$ cat src/design/link_pkg.sv
// shared constants and types for the daisy-chain link ends
package link_pkg;
  // ----------------------------------------------------------------
  // chain and character sizes
  // ----------------------------------------------------------------
  localparam int          MAX_DEVICES = 32;
  localparam int          ADDR_W      = 5;
  localparam int          BYTE_W      = 8;
  localparam logic [7:0]  PEC_SEED    = 8'hA5;
  // ----------------------------------------------------------------
  // command codes (first character of a packet)
  // ----------------------------------------------------------------
  localparam logic [7:0]  CMD_WRITE       = 8'h02;
  localparam logic [7:0]  CMD_BCAST_WRITE = 8'h03;
  localparam logic [7:0]  CMD_READ        = 8'h04;
  localparam logic [7:0]  CMD_CLAIM_UPPER = 8'h08;
  localparam logic [7:0]  CMD_CLAIM_LOWER = 8'h09;
  // ----------------------------------------------------------------
  // device register selects and status field layout
  // ----------------------------------------------------------------
  localparam logic [7:0]  REG_LINK_CFG     = 8'h10;
  localparam logic [7:0]  REG_STATUS       = 8'h11;
  localparam int          STAT_CFG_LSB     = 0;
  localparam int          STAT_UART_BIT    = 2;
  localparam int          STAT_MASTER_BIT  = 3;
  localparam int          STAT_MISROUTE_BIT = 4;
  localparam int          MISROUTE_CLR_BIT = 0;
  localparam logic [7:0]  IDLE_BYTE        = 8'h00;
  // ----------------------------------------------------------------
  // enumerations
  // ----------------------------------------------------------------
  typedef enum logic [1:0] {
    CFG_EXT_LOOP = 2'b00,
    CFG_INT_LOOP = 2'b01,
    CFG_ALERT    = 2'b10,
    CFG_DUAL     = 2'b11
  } link_cfg_type;
  localparam link_cfg_type LINK_CFG_RESET = CFG_EXT_LOOP;
  typedef enum logic [2:0] {
    POS_CMD  = 3'b000,
    POS_ADDR = 3'b001,
    POS_REG  = 3'b010,
    POS_DATA = 3'b011,
    POS_PEC  = 3'b100
  } pkt_pos_type;
  typedef enum logic [0:0] {
    HOST_IDLE = 1'b0,
    HOST_SEND = 1'b1
  } host_state_type;
endpackage : link_pkg

$ cat src/design/chain_link_if.sv
// character-level link between the host controller end and a chain device
`timescale 1ns/100ps
interface chain_link_if;
  import link_pkg::*;
  logic       rxl_valid;
  logic [7:0] rxl_data;
  logic       txl_valid;
  logic [7:0] txl_data;
  logic       txu_valid;
  logic [7:0] txu_data;
  logic       rxu_valid;
  logic [7:0] rxu_data;
  logic       alert_p;
  logic       alert_n;
  modport dev (
    input  rxl_valid, rxl_data, rxu_valid, rxu_data,
    output txl_valid, txl_data, txu_valid, txu_data, alert_p, alert_n
  );
  modport host (
    output rxl_valid, rxl_data, rxu_valid, rxu_data,
    input  txl_valid, txl_data, txu_valid, txu_data, alert_p, alert_n
  );
endinterface : chain_link_if

$ cat src/design/chain_device.sv
// chain device: up/down path forwarding, link mode and master routing
`timescale 1ns/100ps
module chain_device (
  input  wire logic         i_clk,
  input  wire logic         i_rst_n,
  input  wire logic         i_sel,
  input  wire logic [4:0]   i_dev_addr,
  input  wire logic         i_alert,
  chain_link_if.dev         link,
  output logic              o_uart_mode,
  output link_pkg::link_cfg_type o_link_cfg,
  output logic              o_master_lower,
  output logic              o_misroute
);
  import link_pkg::*;

  // ----------------------------------------------------------------
  // state
  // ----------------------------------------------------------------
  typedef struct packed {
    logic                  sel_done;
    logic                  uart_on;
    link_cfg_type          cfg;
    logic                  master_lower;
    logic                  misroute;
    pkt_pos_type [1:0]     pos;
    logic [1:0][7:0]       cmd;
    logic [1:0]            hit;
    logic [1:0][7:0]       rsel;
    logic [1:0][7:0]       data;
    logic [1:0][7:0]       pec_in;
    logic [1:0][7:0]       pec_out;
    logic [1:0]            swapped;
    logic [1:0]            tx_valid;
    logic [1:0][7:0]       tx_data;
    logic                  alert_p;
    logic                  alert_n;
  } dev_state_type;

  dev_state_type q;
  dev_state_type d;

  logic [1:0]       in_v;
  logic [1:0][7:0]  in_d;
  logic [1:0]       live;
  logic [1:0]       master;
  logic [7:0]       status;
  logic [7:0]       outb;
  logic             set_mis;
  logic             clr_mis;

  // ----------------------------------------------------------------
  // next state
  // ----------------------------------------------------------------
  always_comb begin
    d       = q;
    set_mis = 1'b0;
    clr_mis = 1'b0;
    outb    = IDLE_BYTE;
    // strap caught once after reset, then frozen
    if (!q.sel_done) begin
      d.sel_done = 1'b1;
      d.uart_on  = i_sel;
    end
    // path 0 is the up path, path 1 the down path
    in_v[0] = q.uart_on & link.rxl_valid;
    in_d[0] = link.rxl_data;
    // internal loop takes our own upper transmit; pins ignored
    if (q.cfg == CFG_INT_LOOP) begin
      in_v[1] = q.uart_on & q.tx_valid[0];
      in_d[1] = q.tx_data[0];
    end else begin
      in_v[1] = q.uart_on & link.rxu_valid;
      in_d[1] = link.rxu_data;
    end
    // down port carries the alert level instead of characters
    if (q.cfg == CFG_ALERT) begin
      in_v[1] = 1'b0;
    end
    d.alert_p = (q.cfg == CFG_ALERT) & i_alert;
    d.alert_n = (q.cfg == CFG_ALERT) & ~i_alert;
    // down path only acts in dual mode
    live[0]   = 1'b1;
    live[1]   = (q.cfg == CFG_DUAL);
    master[0] = (q.cfg != CFG_DUAL) | ~q.master_lower;
    master[1] = (q.cfg == CFG_DUAL) & q.master_lower;
    status = IDLE_BYTE;
    status[STAT_CFG_LSB +: 2]   = q.cfg;
    status[STAT_UART_BIT]       = q.uart_on;
    status[STAT_MASTER_BIT]     = q.master_lower;
    status[STAT_MISROUTE_BIT]   = q.misroute;
    for (int p = 0; p < 2; p++) begin
      d.tx_valid[p] = 1'b0;
      d.tx_data[p]  = IDLE_BYTE;
      if (in_v[p]) begin
        outb = in_d[p];
        case (q.pos[p])
          POS_CMD: begin
            d.cmd[p]     = in_d[p];
            d.pec_in[p]  = PEC_SEED ^ in_d[p];
            d.swapped[p] = 1'b0;
            d.pos[p]     = POS_ADDR;
          end
          POS_ADDR: begin
            d.hit[p]    = (in_d[p][ADDR_W-1:0] == i_dev_addr);
            d.pec_in[p] = q.pec_in[p] ^ in_d[p];
            d.pos[p]    = POS_REG;
          end
          POS_REG: begin
            d.rsel[p]   = in_d[p];
            d.pec_in[p] = q.pec_in[p] ^ in_d[p];
            d.pos[p]    = POS_DATA;
          end
          POS_DATA: begin
            d.data[p]   = in_d[p];
            d.pec_in[p] = q.pec_in[p] ^ in_d[p];
            // addressed read: our register replaces the data field
            if (live[p] && q.cmd[p] == CMD_READ && q.hit[p]) begin
              outb         = (q.rsel[p] == REG_LINK_CFG) ? {6'h00, q.cfg} : status;
              d.swapped[p] = 1'b1;
            end
            d.pos[p] = POS_PEC;
          end
          POS_PEC: begin
            d.pos[p] = POS_CMD;
            if (q.swapped[p]) begin
              outb = q.pec_out[p];
            end
            // nothing executes until the whole packet checks good
            if (in_d[p] == q.pec_in[p] && live[p]) begin
              case (q.cmd[p])
                CMD_WRITE, CMD_BCAST_WRITE: begin
                  if (!master[p]) begin
                    set_mis = 1'b1;
                  end else if (q.cmd[p] == CMD_BCAST_WRITE || q.hit[p]) begin
                    if (q.rsel[p] == REG_LINK_CFG) begin
                      d.cfg = link_cfg_type'(q.data[p][1:0]);
                    end
                    if (q.rsel[p] == REG_STATUS && q.data[p][MISROUTE_CLR_BIT]) begin
                      clr_mis = 1'b1;
                    end
                  end
                end
                CMD_CLAIM_UPPER: begin
                  if (p == 0) begin
                    d.master_lower = 1'b0;
                  end else begin
                    set_mis = 1'b1;
                  end
                end
                CMD_CLAIM_LOWER: begin
                  if (p == 1) begin
                    d.master_lower = 1'b1;
                  end else begin
                    set_mis = 1'b1;
                  end
                end
                default: begin
                end
              endcase
            end
          end
          default: begin
            d.pos[p] = POS_CMD;
          end
        endcase
        // every character goes straight on, one cycle later
        d.tx_valid[p] = 1'b1;
        d.tx_data[p]  = outb;
        if (q.pos[p] == POS_CMD) begin
          d.pec_out[p] = PEC_SEED ^ outb;
        end else begin
          d.pec_out[p] = q.pec_out[p] ^ outb;
        end
      end
    end
    // a new misroute wins over a clear in the same cycle
    d.misroute = set_mis | (q.misroute & ~clr_mis);
  end

  // ----------------------------------------------------------------
  // registers
  // ----------------------------------------------------------------
  always_ff @(posedge i_clk) begin
    if (!i_rst_n) begin
      q          <= '0;
      q.cfg      <= LINK_CFG_RESET;
    end else begin
      q <= d;
    end
  end

  assign link.txu_valid = q.tx_valid[0];
  assign link.txu_data  = q.tx_data[0];
  assign link.txl_valid = q.tx_valid[1];
  assign link.txl_data  = q.tx_data[1];
  assign link.alert_p   = q.alert_p;
  assign link.alert_n   = q.alert_n;
  assign o_uart_mode    = q.uart_on;
  assign o_link_cfg     = q.cfg;
  assign o_master_lower = q.master_lower;
  assign o_misroute     = q.misroute;
endmodule : chain_device

$ cat src/flat_wrapper.sv
// flat-port wrapper written by rule: the top's interface ports become plain ports
module chain_device_flat import link_pkg::*;
  (i_clk, i_rst_n, i_sel, i_dev_addr, i_alert, o_uart_mode, o_link_cfg, o_master_lower, o_misroute, link_rxl_valid, link_rxl_data, link_rxu_valid, link_rxu_data, link_txl_valid, link_txl_data, link_txu_valid, link_txu_data, link_alert_p, link_alert_n);
  chain_link_if link_i ();
  input  wire logic i_clk;
  input  wire logic i_rst_n;
  input  wire logic i_sel;
  input  wire logic [4:0] i_dev_addr;
  input  wire logic i_alert;
  output logic o_uart_mode;
  output link_pkg::link_cfg_type o_link_cfg;
  output logic o_master_lower;
  output logic o_misroute;
  input wire logic [$bits(link_i.rxl_valid)-1:0] link_rxl_valid;
  input wire logic [$bits(link_i.rxl_data)-1:0] link_rxl_data;
  input wire logic [$bits(link_i.rxu_valid)-1:0] link_rxu_valid;
  input wire logic [$bits(link_i.rxu_data)-1:0] link_rxu_data;
  output wire logic [$bits(link_i.txl_valid)-1:0] link_txl_valid;
  output wire logic [$bits(link_i.txl_data)-1:0] link_txl_data;
  output wire logic [$bits(link_i.txu_valid)-1:0] link_txu_valid;
  output wire logic [$bits(link_i.txu_data)-1:0] link_txu_data;
  output wire logic [$bits(link_i.alert_p)-1:0] link_alert_p;
  output wire logic [$bits(link_i.alert_n)-1:0] link_alert_n;
  assign link_i.rxl_valid = link_rxl_valid;
  assign link_i.rxl_data = link_rxl_data;
  assign link_i.rxu_valid = link_rxu_valid;
  assign link_i.rxu_data = link_rxu_data;
  assign link_txl_valid = link_i.txl_valid;
  assign link_txl_data = link_i.txl_data;
  assign link_txu_valid = link_i.txu_valid;
  assign link_txu_data = link_i.txu_data;
  assign link_alert_p = link_i.alert_p;
  assign link_alert_n = link_i.alert_n;
  chain_device u_core (.i_clk(i_clk), .i_rst_n(i_rst_n), .i_sel(i_sel), .i_dev_addr(i_dev_addr), .i_alert(i_alert), .link(link_i), .o_uart_mode(o_uart_mode), .o_link_cfg(o_link_cfg), .o_master_lower(o_master_lower), .o_misroute(o_misroute));
endmodule
$ cat config.mk
export PLATFORM = sky130hd
export DESIGN_NAME = chain_device_flat
export DESIGN_NICKNAME = d
export VERILOG_FILES = /design/src/design/link_pkg.sv /design/src/design/chain_link_if.sv /design/src/design/chain_device.sv /design/src/flat_wrapper.sv
export SDC_FILE = /design/constraint.sdc
export NUM_CORES = 1
export LEC_CHECK = 0
export ABC_AREA = 1
export BUFFER_PORTS_ARGS = -buffer_cell sky130_fd_sc_hd__buf_2
export CAP_MARGIN = 20
export CELL_PAD_IN_SITES_DETAIL_PLACEMENT = 1
export CELL_PAD_IN_SITES_GLOBAL_PLACEMENT = 2
export CORE_ASPECT_RATIO = 1.4
export CORE_MARGIN = 1
export CORE_UTILIZATION = 35
export CTS_CLUSTER_SIZE = 10
export DETAILED_ROUTE_END_ITERATION = 8
export GPL_TIMING_DRIVEN = 0
export PLACE_DENSITY = 0.93
export SKIP_CTS_REPAIR_TIMING = 1
export SLEW_MARGIN = 40
export SYNTH_ARGS = -nofsm -noshare
export SYNTH_HDL_FRONTEND = slang
export SYNTH_SLANG_ARGS = --single-unit
$ cat constraint.sdc
create_clock -name i_clk -period 3.1 [get_ports i_clk]
set_input_delay 0 -clock i_clk [delete_from_list [all_inputs] [get_ports i_clk]]
set_output_delay 0 -clock i_clk [all_outputs]
set_load 0.01 [all_outputs]
==> results by group <==
Yosys
  • Cell count after synthesis: approximately 840
  • Combinational family with the most area after synthesis: simple AND/OR/NAND/NOR gates
  • Count of cell types in the netlist: 40
  • Synth Area in XOR/XNOR: 0.00318
  • Mux cell area share after synthesis: 0
  • Synthesized area: between 5000 and 6000 um2
  • Yosys reg bits: 104
  • Ys Warns: 0
  • Sequential share of the synthesized area: 0.378
  • Post-Synth Simple-Gate Area: 0.354
  • Syn avg cell area: about 6.5 um2
  • Compound-gate portion of the synthesized area: 0.144
  • Net Count, Synth: between 800 and 900
  • Synthesized-area fraction occupied by adder cells: 0

Timing
  • Final Hold Viols: 0
  • Setup ws final: 897 ps
  • RSZ-0062 raised after global routing: no
  • Setup TNS: 0 ps
  • Setup violators final: 0
  • Clock period minus final worst setup slack: 2200 ps
  • Fmax: 0.454 GHz
  • Max transition margin: 0.459
  • Least-Margin Pin Slew: 812 ps
  • Tcrit/Tclk final: 0.711
  • Hold WS: about 3.6 ps
  • Worst Skew: between 5 and 6 ps
  • Fin. max-slew vios: 0

CTS
  • Sink Count: 104
  • H-tree levels: 3
  • Root Buffer: clkbuf_16
  • Clock-pin slew on the worst setup and hold paths: around 70 ps
  • CTS tree: done
  • CTS Buf Count: 9
  • Clock Latency Late Sink: approximately 360 ps
  • Worst-case clock buffer depth: 2

Cells and area
  • Nets: 934
  • Final std cells w/o fill: 1,104
  • ANT cells: 0
  • Syn-to-layout area delta: 14.9%
  • Layout cells sized above 1: 0.150

Routing
  • Final ANT Viol Nets: 0
  • Remaining routing DRC violations: 0
  • Vias after detailed routing: 5,653
  • Initial DRC count: 171
  • Detailed Route WL: 19.0 mm
  • Vias per cell: ~5.1
  • Avg WL per Cell: 17.2 um
  • TritonRoute pass-1 iters: 5

Setup path
  • Critical Path AT: 2450 ps
  • Critical path's top delay family: simple AND/OR/NAND/NOR gates
  • Slowest CP cell: dfxtp_1
  • Critical path buffer and inverter count: 3
  • Req. time, crit path: approximately 3400 ps
  • CP Max Fanout: 10
  • Crit start category: flop
  • Most used cell, CP: nor2_1
  • Crit-path max cell delay: ~570 ps
  • CP Cell Sequence: inv_1 > nor2_1 > nand3_2 > buf_6 > inv_2 > nand2_1 > nor2_1 > nand3_1 > o21ai_1 > nor2_1
  • CP Class: flop to flop
  • Worst Setup End Kind: flop

Die
  • Num rows: 53
  • Initial core utilization: 0.363
  • Core Box Area: 15,200 um2
  • Ports: 52
  • Die width: between 100 and 150 um
  • DIE AREA: around 16,000 um2
  • Die extent in y: around 150 um

Placed design
  • RePlAce Congestion: around 0.82
  • PortBufs: 51
  • Pre-CTS setup slack: 927 ps
  • Hpwl dp: 14.7 mm
  • Post-Place Cells: 1,085

Global route
  • Largest net degree at the start of global routing: 16
  • Number of global-route vias before repair: 5,440
  • First-pass GRT wire length: between 20 and 30 mm
  • GRT Total Usage: 0.245
  • Total gr overflow: 0
  • Initial antenna violation count: 0

Power
  • Maximum VDD drop: roughly 0.25 mV
  • PwrDens: around 470 nW/um2
  • Total Power: slightly below 3000 uW
  • Leakage: 0.00287 uW

Min path
  • HP Class: input pin to flop

Job
  • Max cap viols: 0

Status
  • Outcome: complete, no violations
synth_stat cells, drive strengths merged:
cell	number	area, um2
buf	32	228
dfxtp	104	2080
nor2	122	500
clkinv	2	7.51
nand3	73	380
a21boi	2	15.0
a21oi	63	319
nand3b	7	52.6
a31oi	3	18.8
o21a	4	30.0
nor3b	2	15.0
and3	1	6.26
a2111oi	1	8.76
or2	5	31.3
a211oi	5	37.5
nand2	199	769
o21ai	46	230
o211ai	3	22.5
nor4	6	37.5
a22oi	5	37.5
o21bai	1	7.51
o22ai	9	56.3
xnor2	2	17.5
nor3	21	105
a221oi	1	8.76
clkbuf	11	41.3
nand4	8	50.1
inv	104	390
final cells by class:
| cell class | count | area (um2) |
|---|---|---|
| clock buffer | 15 | 288 |
| clock inverter | 1 | 8.76 |
| fill | 2053 | 8860 |
| timing repair buffer | 54 | 285 |
| inverter | 106 | 398 |
| multi-input combinational | 589 | 2760 |
| tap | 192 | 240 |
| sequential | 104 | 2080 |
| buffer | 43 | 269 |
worst min-delay path: stages:
cell and delay (ps):
buf_2 120, xnor2_1 70, nand3_1 80, a21oi_1 50
kinds of logic (layout without fill, tap and decap cells):
group,Yosys count,after routing
simple gates,444,444
buf+inv,149,219
compound gates,143,143
xor+xnor,2,2
flops,104,104
layout by cell type (no fill, tap or decap), types with 20 or more instances in the layout:
master / netlist / final
nand2_1: 192 / 192
nor2_1: 111 / 111
dfxtp_1: 104 / 104
inv_1: 89 / 89
nand3_1: 70 / 70
a21oi_1: 62 / 62
buf_2: 8 / 59
o21ai_0: 43 / 43
nor3_1: 21 / 21
buf_4: 20 / 20
layer usage:
metal	track usage	wire [um]	vias to the layer above
met5	0	0	-
met4	0.137	838	0
met3	0.0286	460	35
met2	0.455	9990	83
met1	0.265	7690	2694
li1	-	-	2841
power by group:
part / internal (uW) / switching (uW) / leakage [uW] / total, uW
combinational: 116 / 241 / 0.00188 / 358
clock: 637 / 540 / 0.000146 / 1180
sequential: 1380 / 32.2 / 0.000845 / 1410
state kept, by name, indices dropped and copies added (netlist names):
register,flops
u_core.link.alert_n,1
u_core.link.alert_p,1
u_core.link.txl_data,8
u_core.link.txl_valid,1
u_core.link.txu_data,8
u_core.link.txu_valid,1
u_core.o_link_cfg,2
u_core.o_master_lower,1
u_core.o_misroute,1
u_core.o_uart_mode,1
u_core.q,79
stage by stage:
| stage | utilization | instance area, um2 |
|---|---|---|
| after global routing | 0.417 | 6330 |
| final | 0.417 | 6330 |
| after global placement | 0.395 | 6000 |
| after floorplan | - | 5510 |
| after detailed placement | 0.395 | 6000 |
| after CTS | 0.415 | 6300 |
worst paths after layout:
| path | start | to | slack [ps] | depth (start not counted) |
|---|---|---|---|---|
| max | u_core.o_uart_mode$_SDFFE_PN0N_ | u_core.o_link_cfg[0]$_SDFF_PN0_ | 900 | 10 |
| min | i_dev_addr[0] | u_core.q[86]$_SDFFE_PN0P_ | 4 | 4 |
| max reg2reg | u_core.o_uart_mode$_SDFFE_PN0N_ | u_core.o_link_cfg[0]$_SDFF_PN0_ | 900 | 10 |
| min reg2reg | u_core.q[75]$_SDFFE_PN0P_ | u_core.q[75]$_SDFFE_PN0P_ | 450 | 2 |
Note: power is estimated with default switching activity, not from simulation.
